--- src/hdl/bcd_adc_map.svh ---
`ifndef BCD_ADC_MAP_SVH
`define BCD_ADC_MAP_SVH

// ****************************************************************
// Clock and conversion timing
// ****************************************************************
`define CLK_KHZ 100000
`define CONV_MS_SMALL 200
`define CONV_MS_LARGE 400

// ****************************************************************
// Result range and codes
// ****************************************************************
`define FS_COUNTS_SMALL 12'h7D0
`define FS_COUNTS_LARGE 12'hFA0
`define OVR_DIGIT 4'hE
`define RESET_DIGIT 4'h0

// ****************************************************************
// Host port layout
// ****************************************************************
`define PORT_BASE_DEFAULT 6'h10
`define ADDR_BASE_LSB 2
`define OFL_BIT 7
`define SIGN_BIT 6
`define SEL_DIGIT4 2'h3

`endif

--- src/hdl/bcd_adc_pkg.sv ---
package bcd_adc_pkg;

    // Result from the modulator: polarity plus binary magnitude
    typedef struct packed {
        logic negative;
        logic [11:0] magnitude;
    } sample_s;

    // Four BCD digits, digit 4 most significant
    typedef struct packed {
        logic [3:0] d4;
        logic [3:0] d3;
        logic [3:0] d2;
        logic [3:0] d1;
    } digits_s;

    // One host bus cycle
    typedef struct packed {
        logic [7:0] addr;
        logic [7:0] wdata;
        logic wr;
        logic rd;
    } host_req_s;

    typedef enum logic [1:0] {
        st_idle,
        st_converting,
        st_encoding
    } conv_state_e;

endpackage : bcd_adc_pkg

--- src/hdl/bcd_encoder.sv ---
`timescale 1ns/100ps
`default_nettype none

module bcd_encoder #(
    parameter int BIN_W = 12
) (
    input wire logic clk,
    input wire logic rst,
    input wire logic start,
    input wire logic [BIN_W-1:0] value,
    output logic busy,
    output logic done,
    output bcd_adc_pkg::digits_s digits
);
    import bcd_adc_pkg::*;

    logic [16+BIN_W-1:0] shreg;
    logic [15:0] adjusted;
    logic [4:0] bits_left;

    // ****************************************************************
    // Add-three correction, one per digit
    // ****************************************************************
    genvar g;
    generate
        for (g = 0; g < 4; g++) begin : g_adj
            assign adjusted[4*g +: 4] = (shreg[BIN_W+4*g +: 4] >= 4'h5) ?
                shreg[BIN_W+4*g +: 4] + 4'h3 : shreg[BIN_W+4*g +: 4];
        end
    endgenerate

    // ****************************************************************
    // Shift-and-add sequencer
    // ****************************************************************
    always_ff @(posedge clk or posedge rst) begin
        if (rst) begin
            shreg <= '0;
            bits_left <= 5'h00;
            busy <= 1'b0;
        end else if (start) begin
            shreg <= {16'h0000, value};
            bits_left <= 5'(BIN_W);
            busy <= 1'b1;
        end else if (busy) begin
            shreg <= {adjusted[14:0], shreg[BIN_W-1:0], 1'b0};
            bits_left <= bits_left - 5'h01;
            busy <= (bits_left != 5'h01);
        end
    end

    // Result register, updated once the last shift is done
    always_ff @(posedge clk or posedge rst) begin
        if (rst) begin
            digits <= '0;
            done <= 1'b0;
        end else begin
            // Busy drops with the last shift, so take the digits from the adders then
            done <= busy && (bits_left == 5'h01);
            if (busy && (bits_left == 5'h01)) begin
                digits <= {adjusted[14:0], shreg[BIN_W-1]};
            end
        end
    end

endmodule : bcd_encoder

`default_nettype wire

--- src/hdl/bcd_adc_host_port.sv ---
`include "bcd_adc_map.svh"
`timescale 1ns/100ps
`default_nettype none

module bcd_adc_host_port #(
    parameter bit LARGE_RANGE = 1'b0,
    parameter int unsigned CONV_CYCLES =
        (LARGE_RANGE ? `CONV_MS_LARGE : `CONV_MS_SMALL) * `CLK_KHZ,
    parameter logic [5:0] PORT_BASE = `PORT_BASE_DEFAULT
) (
    input wire logic ref_clk,
    input wire logic rst,
    input wire logic conversion_trigger,
    input wire logic digit_latch_enable,
    input wire logic [1:0] digit_address,
    input wire bcd_adc_pkg::sample_s sample,
    input wire bcd_adc_pkg::host_req_s host_req,
    output logic [3:0] digit_out,
    output logic sign_out,
    output logic overrange_flag,
    output logic conversion_done,
    output logic [7:0] host_rdata,
    output logic host_rdata_oe
);
    import bcd_adc_pkg::*;

    localparam logic [11:0] FULL_SCALE =
        LARGE_RANGE ? `FS_COUNTS_LARGE : `FS_COUNTS_SMALL;
    localparam logic [31:0] LAST_TICK = 32'(CONV_CYCLES - 1);

    // ****************************************************************
    // Pin synchronisers
    // ****************************************************************
    logic [1:0] trig_sync;
    logic [1:0] dle_sync;
    logic [1:0] addr_meta;
    logic [1:0] addr_sync;
    logic trig_prev;

    always_ff @(posedge ref_clk or posedge rst) begin
        if (rst) begin
            trig_sync <= 2'h0;
        end else begin
            trig_sync <= {trig_sync[0], conversion_trigger};
        end
    end

    always_ff @(posedge ref_clk or posedge rst) begin
        if (rst) begin
            dle_sync <= 2'h0;
        end else begin
            dle_sync <= {dle_sync[0], digit_latch_enable};
        end
    end

    // Address bits pass two stages before the selector reads them
    always_ff @(posedge ref_clk or posedge rst) begin
        if (rst) begin
            addr_meta <= 2'h0;
            addr_sync <= 2'h0;
        end else begin
            addr_meta <= digit_address;
            addr_sync <= addr_meta;
        end
    end

    always_ff @(posedge ref_clk or posedge rst) begin
        if (rst) begin
            trig_prev <= 1'b0;
        end else begin
            trig_prev <= trig_sync[1];
        end
    end

    // ****************************************************************
    // Host select gates
    // ****************************************************************
    logic port_hit;
    logic host_start;
    logic host_read;

    assign port_hit = (host_req.addr[7:`ADDR_BASE_LSB] == PORT_BASE);
    assign host_start = port_hit && host_req.wr;
    assign host_read = port_hit && host_req.rd;

    // ****************************************************************
    // Start requests
    // ****************************************************************
    logic trig_level;
    logic trig_rise;
    logic start_req;
    logic restart_req;

    assign trig_level = trig_sync[1];
    assign trig_rise = trig_sync[1] && !trig_prev;
    // Level or pulse from the pin, or a host write, starts a conversion
    assign start_req = trig_level || host_start;
    // A fresh pulse during a conversion restarts its timing
    assign restart_req = trig_rise || host_start;

    // ****************************************************************
    // Conversion sequencer
    // ****************************************************************
    conv_state_e state;
    conv_state_e next_state;
    logic [31:0] timer;
    logic timer_end;
    logic enc_start;
    logic enc_done;
    digits_s enc_digits;

    assign timer_end = (timer == LAST_TICK);

    always_comb begin
        next_state = state;
        case (state)
            st_idle: begin
                if (start_req) begin
                    next_state = st_converting;
                end
            end
            st_converting: begin
                if (!restart_req && timer_end) begin
                    next_state = st_encoding;
                end
            end
            st_encoding: begin
                if (enc_done) begin
                    next_state = st_idle;
                end
            end
            default: begin
                next_state = st_idle;
            end
        endcase
    end

    always_ff @(posedge ref_clk or posedge rst) begin
        if (rst) begin
            state <= st_idle;
        end else begin
            state <= next_state;
        end
    end

    // Conversion time counter
    always_ff @(posedge ref_clk or posedge rst) begin
        if (rst) begin
            timer <= 32'h00000000;
        end else if (state != st_converting || restart_req) begin
            timer <= 32'h00000000;
        end else if (!timer_end) begin
            timer <= timer + 32'h00000001;
        end
    end

    // ****************************************************************
    // Result capture
    // ****************************************************************
    logic cap_negative;
    logic cap_over;

    assign enc_start = (state == st_converting) && !restart_req && timer_end;

    // The modulator tracks all the time; only this capture and the encoder load at enc_start move data on
    always_ff @(posedge ref_clk or posedge rst) begin
        if (rst) begin
            cap_negative <= 1'b0;
            cap_over <= 1'b0;
        end else if (enc_start) begin
            cap_negative <= sample.negative;
            cap_over <= (sample.magnitude >= FULL_SCALE);
        end
    end

    bcd_encoder #(
        .BIN_W(12)
    ) u_encoder (
        .clk(ref_clk),
        .rst(rst),
        .start(enc_start),
        .value(sample.magnitude),
        .busy(),
        .done(enc_done),
        .digits(enc_digits)
    );

    // ****************************************************************
    // Output latches
    // ****************************************************************
    digits_s out_digits;
    logic out_negative;
    logic out_over;

    always_ff @(posedge ref_clk or posedge rst) begin
        if (rst) begin
            out_digits <= {4{`RESET_DIGIT}};
        end else if (enc_done && state == st_encoding) begin
            // Latches change only at the end of a conversion
            if (cap_over) begin
                out_digits <= {4{`OVR_DIGIT}};
            end else begin
                out_digits <= enc_digits;
            end
        end
    end

    always_ff @(posedge ref_clk or posedge rst) begin
        if (rst) begin
            out_negative <= 1'b0;
        end else if (enc_done && state == st_encoding) begin
            out_negative <= cap_negative && !cap_over;
        end
    end

    always_ff @(posedge ref_clk or posedge rst) begin
        if (rst) begin
            out_over <= 1'b0;
        end else if (enc_done && state == st_encoding) begin
            out_over <= cap_over;
        end
    end

    // Done falls with the start and rises once the latches hold new data
    always_ff @(posedge ref_clk or posedge rst) begin
        if (rst) begin
            conversion_done <= 1'b0;
        end else if (state == st_idle && start_req) begin
            conversion_done <= 1'b0;
        end else if (state != st_idle && restart_req) begin
            conversion_done <= 1'b0;
        end else if (state == st_encoding && enc_done) begin
            conversion_done <= 1'b1;
        end
    end

    // ****************************************************************
    // Digit selection
    // ****************************************************************
    function automatic logic [3:0] pick_digit(input digits_s d, input logic [1:0] sel);
        logic [3:0] nib;
        nib = d.d1;
        case (sel)
            2'h0: nib = d.d1;
            2'h1: nib = d.d2;
            2'h2: nib = d.d3;
            2'h3: nib = d.d4;
            default: nib = d.d1;
        endcase
        return nib;
    endfunction : pick_digit

    logic [1:0] held_addr;
    logic [1:0] pin_sel;

    // Address held while the latch enable is high, flows when low
    always_ff @(posedge ref_clk or posedge rst) begin
        if (rst) begin
            held_addr <= 2'h0;
        end else if (!dle_sync[1]) begin
            held_addr <= addr_sync;
        end
    end

    assign pin_sel = dle_sync[1] ? held_addr : addr_sync;

    // ****************************************************************
    // Pin outputs
    // ****************************************************************
    always_ff @(posedge ref_clk or posedge rst) begin
        if (rst) begin
            digit_out <= `RESET_DIGIT;
        end else begin
            digit_out <= pick_digit(out_digits, pin_sel);
        end
    end

    always_ff @(posedge ref_clk or posedge rst) begin
        if (rst) begin
            sign_out <= 1'b1;
        end else begin
            sign_out <= !out_negative;
        end
    end

    always_ff @(posedge ref_clk or posedge rst) begin
        if (rst) begin
            overrange_flag <= 1'b0;
        end else begin
            overrange_flag <= out_over;
        end
    end

    // ****************************************************************
    // Host data bus driver
    // ****************************************************************
    logic [7:0] read_byte;

    always_comb begin
        read_byte = {4'h0, pick_digit(out_digits, host_req.addr[1:0])};
        if (host_req.addr[1:0] == `SEL_DIGIT4) begin
            read_byte[`OFL_BIT] = out_over;
            read_byte[`SIGN_BIT] = !out_negative;
        end
    end

    always_ff @(posedge ref_clk or posedge rst) begin
        if (rst) begin
            host_rdata <= 8'h00;
            host_rdata_oe <= 1'b0;
        end else begin
            host_rdata_oe <= host_read;
            if (host_read) begin
                host_rdata <= read_byte;
            end else begin
                host_rdata <= 8'h00;
            end
        end
    end

endmodule : bcd_adc_host_port

`default_nettype wire

--- config.mk ---
export PLATFORM = sky130hd
export DESIGN_NAME = bcd_adc_host_port
export DESIGN_NICKNAME = d
export VERILOG_FILES = /design/src/hdl/bcd_adc_pkg.sv /design/src/hdl/bcd_encoder.sv /design/src/hdl/bcd_adc_host_port.sv
export VERILOG_INCLUDE_DIRS = /design/src /design/src/hdl
export SDC_FILE = /design/constraint.sdc
export NUM_CORES = 1
export LEC_CHECK = 0
export ABC_AREA = 1
export BUFFER_PORTS_ARGS = -buffer_cell sky130_fd_sc_hd__buf_4
export CAP_MARGIN = 40
export CORE_MARGIN = 4
export CORE_UTILIZATION = 65
export CTS_CLUSTER_SIZE = 12
export DETAILED_ROUTE_END_ITERATION = 10
export PLACE_DENSITY = 0.95
export SLEW_MARGIN = 10
export SYNTH_ARGS = -nofsm -noshare
export SYNTH_HDL_FRONTEND = slang
export SYNTH_SLANG_ARGS = --single-unit
export TNS_END_PERCENT = 1
--- constraint.sdc ---
create_clock -name ref_clk -period 6.9 [get_ports ref_clk]
set_input_delay 1.035 -clock ref_clk [delete_from_list [all_inputs] [get_ports ref_clk]]
set_output_delay 1.035 -clock ref_clk [all_outputs]
set_load 0.03 [all_outputs]
; After elaboration in Yosys (flattened, before gate mapping)
; Index checks and enable logic that the tools add are counted.
; Widths: inputs -> output; s select.
[totals]
ff_bits = 132
inputBits = 37
output_inout_bits = 16
elab_cells = 108
[classes]
n_addsub = 6
magnitude_cmp = 5
eq_ne = 17
n_mux = 25
n_reduce_logical = 25
[op_table]
columns = op, count
row1 = $mux 32, 2
row2 = $mux 28, 2
row3 = $add 32x1->32 const B, 1
row4 = $eq 32x25->1 const B, 1
row5 = $pmux 4 s4, 2
row6 = $ge 4x3->1 const B, 4
row7 = $mux 16, 1
row8 = $add 4x2->4 const B, 3
row9 = $ge 12x11->1 const B, 1
row10 = $mux 4, 3
row11 = $logic_and 1x1->1, 11
row12 = $eq 2x2->1 const B, 5
row13 = $mux 2, 5
row14 = $mux 5, 2
row15 = $mux 8, 1
row16 = $eq 2x1->1 const B, 3
row17 = $eq 6x5->1 const B, 1
row18 = $logic_not 2->1, 3
row19 = $ne 2x1->1 const B, 3
row20 = $pmux 2 s3, 1
row21 = $eq 5x1->1 const B, 1
row22 = $mux 1, 5
row23 = $ne 5x1->1 const B, 1
row24 = $sub 5x1->5 const B, 1
row25 = other kinds (8), 15

; Logic depth before layout (Yosys ltp)
[depth]
ltp_word = 7
depth_mapped = 11
ltp_nobuf = 10

; By module
; Synthesis repeated with hierarchy kept, for this count alone.
[hier_totals]
hier_cells = 826
area_unflattened_um2 = 6466.2
[modules_own_cells]
columns = module, instances, cells_per_inst, area_each_um2, seq_area_each_um2
row1 = bcd_adc_host_port, 1, 531, 4016.4, 1978.1
row2 = bcd_encoder, 1, 295, 2449.8, 1276.2

; Worst setup path after synthesis
; No wires, ideal clock.
[synth_path]
kind = in2reg
startpoint = input port host_req[16] in the netlist's numbering
endpoint = register u_encoder.shreg[11]
setup_ps = 117
t_arrival_ps = 1970
required_ps = 6783
slack_ps = 4813
cell_stages = 9
n_path_buf = 1
cell_sequence = inv_1 > nor2_1 > nand3_1 > nor2_1 > nor2_1 > nand3_1 > buf_2 > nand3_1 > nand2_1
[synth_via]
elab_chain_cells = 7
word_cells_on_any_way = 8
classes_between = eq/ne (1) / mux (1) / reduce/logical (6)
[synth_rtl]
columns = item, line
row1 = start: declaration, bcd_adc_host_port.sv:17  ; input wire bcd_adc_pkg::host_req_s host_req,
row2 = $eq 6x5->1 *, bcd_adc_host_port.sv:82  ; assign port_hit = (host_req.addr[7:`ADDR_BASE_LSB] == PORT_BASE);
row3 = $logic_and 1x1->1 *, bcd_adc_host_port.sv:83  ; assign host_start = port_hit && host_req.wr;
row4 = $logic_or 1x1->1 *, bcd_adc_host_port.sv:99  ; assign restart_req = trig_rise || host_start;
row5 = $logic_not 1->1 *, bcd_adc_host_port.sv:163  ; assign enc_start = (state == st_converting) && !restart_req && timer_end;
row6 = $logic_and 1x1->1 * (2 in series), bcd_adc_host_port.sv:163
row7 = $mux 28 / $reduce_bool 2->1 (equally long branches), -
row8 = end signal: assignment, bcd_encoder.sv:41  ; shreg <= {16'h0000, value};
row9 = end signal: assignment, bcd_encoder.sv:45  ; shreg <= {adjusted[14:0], shreg[BIN_W-1:0], 1'b0};
row10 = end: declaration, bcd_encoder.sv:17  ; logic [16+BIN_W-1:0] shreg;
; Mark *: on every way between the ends. The rest lies on a longest branch, timed or not.
; A chain may end at the register's enable or synchronous reset.

; Worst setup path after layout
[layout_path]
startpoint = register state[1]
endpoint = register timer[3]
[layout_via]
elab_chain_cells = 3
word_cells_on_any_way = 4
classes_between = eq/ne (2) / mux (1) / reduce/logical (1)
[layout_rtl]
columns = item, line
row1 = start: declaration, bcd_adc_host_port.sv:104  ; conv_state_e state;
row2 = start signal: assignment, bcd_adc_host_port.sv:140  ; state <= st_idle;
row3 = start signal: assignment, bcd_adc_host_port.sv:142  ; state <= next_state;
row4 = $ne 2x1->1 *, bcd_adc_host_port.sv:150  ; end else if (state != st_converting || restart_req) begin
row5 = $logic_or 1x1->1 *, bcd_adc_host_port.sv:150
row6 = $ne 2x1->1 (no line) / $mux 32 (equally long branches), -
row7 = end signal: assignment, bcd_adc_host_port.sv:153  ; timer <= timer + 32'h00000001;
row8 = end: declaration, bcd_adc_host_port.sv:106  ; logic [31:0] timer;
; Marked as above.

==> flow_summary.toml <==
[setup_path]
r2r-start = "state[1]"
crit_slowest_cell = "nor3_2"
rr_endpoint = "timer[3]"
cpPeakStageDelay_ns = 0.70
start_kind = "flop"
critical_path_class = "flop to flop"
rrSetupSlack_ns = 4.24
cp-end-kind = "flop"
crit_chain = "nor2_4 -> inv_1 -> nor3_2 -> inv_1 -> o21ai_0"
crit_top_cell = "inv_1"
worstRegToRegCells = 5
cp_data_arrival_time_ns = 3.08
crit_path_max_fanout = 21
crit_required_ns = 7.32

[synth]
postSynthAreaPerCell_um2 = 7.96
synth_async_sr_flop_share_pct = 100
synth_top_area_share_pct = 49.3
yosysWarnings = 0
seq_area_frac_synth_pct = 49.7
yosysMostFrequentCell = "nand2_1"
synth_area_leader_cell = "dfrtp_1"
synth_seq_cells = 130
ys.flop_type = "dfrtp_1"
yosys-top-cells-count = "211 x nand2_1, 131 x inv_1, 129 x dfrtp_1"
ys_types = 41
synthTopCellsByArea = "dfrtp_1 49%, nand2_1 12%, inv_1 7.5%, nor2_1 5.8%, o21ai_0 5.0%"
synth_area_um2 = 6550
synth_edf_count = 0
syn_inst = 823

[sta]
fmax_ghz = 0.376
max_slew_margin_pct = 44.6
hold_viol = 0
skew_ns = 0.0114
hold_slack_ns = 0.352
grt_setup_unrepaired = "no"
worstMarginPinSlew_ns = 0.829
fin_crit_sh_pct = 38.5
fin_crit_ns = 2.66
setup_violations = 0
slew_violations = 0
fin_setup_tns_ns = 0

[detailed_routing]
drc = 0
antenna_left = 0
drt-vias-per-instance = 5.51
dr.pass1.iters = 6
wire_per_inst_um = 15.3
vias = 5597
drt_wl_total_mm = 15.6
drt_first_iter_violations = 521

[power_and_ir_drop]
peakVddDrop_v = 0.000240
p_leak_nw = 3.84
p_per_area_nw_per_um2 = 260

[clock_network]
numClockSinks = 130
cts_root_buffer = "clkbuf_8"
post_cts_buffers = 0
htreeDepth = 4
cts_buffers = 17
clk_pin_slew_ns = 0.06
cts_hold_buffers = 0
cts_tree = "built"
clkLatencyLatePin_ns = 0.53
clk_path_buf_depth = 2
ctsResizeCount = 0

[place]
dp_cells = 982
post-dp-hpwl_mm = 10.3
numPortBuffers = 42
routabilityCongestion = 0.966

[global_routing]
grt_remaining_overflow = 0
grt_pass1_wl_mm = 26.0
grt_pass1_vias = 5619
grt_use_total_pct = 28.6
grt_max_degree = 69
antenna_found_initial = 0

[finish]
n_antenna_cell = 0
drive_gt1_share_pct = 9.86
fin_nets = 917
layout.cells.non_filler = 1015
syn_to_final_growth_pct = 15.5
fin_util_pct = 77.4

[floorplanning]
initial_core_util_pct = 67.0
die_y_um = 108
dieArea_um2 = 11700
dieWidth_um = 108
coreArea_um2 = 9770
io_pins = 53
rows = 36

[status]
outcome = "complete, no violations"

[worst_hold_path]
hold_class = "flop to flop"
min_from = "trig_sync[0]"
holdPathStages = 0
holdPathEnd = "trig_sync[1]"

[flow_run]
drv_cap = 0
[registers in the layout, summed over array words and instances (netlist names), 2 cells and up]
signal	cells
dle_sync	2
u_encoder.shreg	28
out_digits	16
host_rdata	6
addr_sync	2
state	2
timer	32
u_encoder.bits_left	5
u_encoder.digits	16
addr_meta	2
trig_sync	2
digit_out	4
held_addr	2
[kinds of logic after synthesis]
family	Yosys count	synth area share (%)
buffers and inverters	152	9.13
XOR/XNOR	19	2.54
other	1	0.0573
adder cells (fa/ha/maj)	11	2.10
multiplexers	10	1.53
flip-flops	130	49.7
AND/OR/NAND/NOR	382	25.0
AO/OA/AOI/OAI	118	9.99
[how the worst max path moves through the flow]
| stage | startpoint | end | depth (start not counted) |
|---|---|---|---|
| after CTS | u_encoder.busy | u_encoder.digits[13] | 4 |
| after floorplan | rst | addr_meta[0] | 1 |
| after global routing | state[1] | timer[3] | 5 |
| after detailed placement | host_req[16] | timer[6] | 8 |
| final | state[1] | timer[3] | 5 |
| after global placement | host_req[16] | u_encoder.shreg[0] | 9 |
[metrics by stage]
step | setup WS (ns) | area (um^2) | total power, mW
floorplan | 2.40 | 6550 | 1.01
global placement | 3.44 | 6940 | 1.07
detailed placement | 3.88 | 6980 | 1.08
CTS | 3.86 | 7560 | 1.97
global route | 3.95 | 7560 | 2.04
finish | 4.24 | 7560 | 1.96
[power by group]
group	internal, mW	total (mW)	switching, mW
clock network	0.559	0.888	0.329
registers	0.813	0.848	0.0353
logic	0.0699	0.228	0.158
[routing by layer]
layer	GRT usage [%]	wire length, um
met5	0	0
met1	35.3	6170
met2	48.8	7710
met3	7.28	1160
met4	10.3	516
[cell type report]
class                      count  area [um^2]
sequential                   130         3250
multi-input combinational    542         2700
clock buffer                  22          443
inverter                     132          498
fill                         666         2210
tap                          133          166
timing repair buffer          46          365
clock inverter                10          138
[cells in the final DEF, fill, tap and decap left out, types with 4 or more instances in the layout]
master     instances
nand3_1           22
buf_4             45
ha_1              11
clkbuf_16         16
clkbuf_1           4
o21ai_0           65
inv_1            130
o2111ai_1          4
xor2_1            17
dfrtp_1          129
nor2_1           101
a21oi_1           29
nand2_1          211
nor3_1            16
nand3b_1           6
nand4_1           14
mux2i_1           10
[critical path: cells and delay by family, from the launching register on]
family	cells	cell delay, ns
buf+inv	2	0.70
simple gates	2	1.06
flops	1	0.44
compound gates	1	0.35
Note: power is estimated with default switching activity, not from simulation.
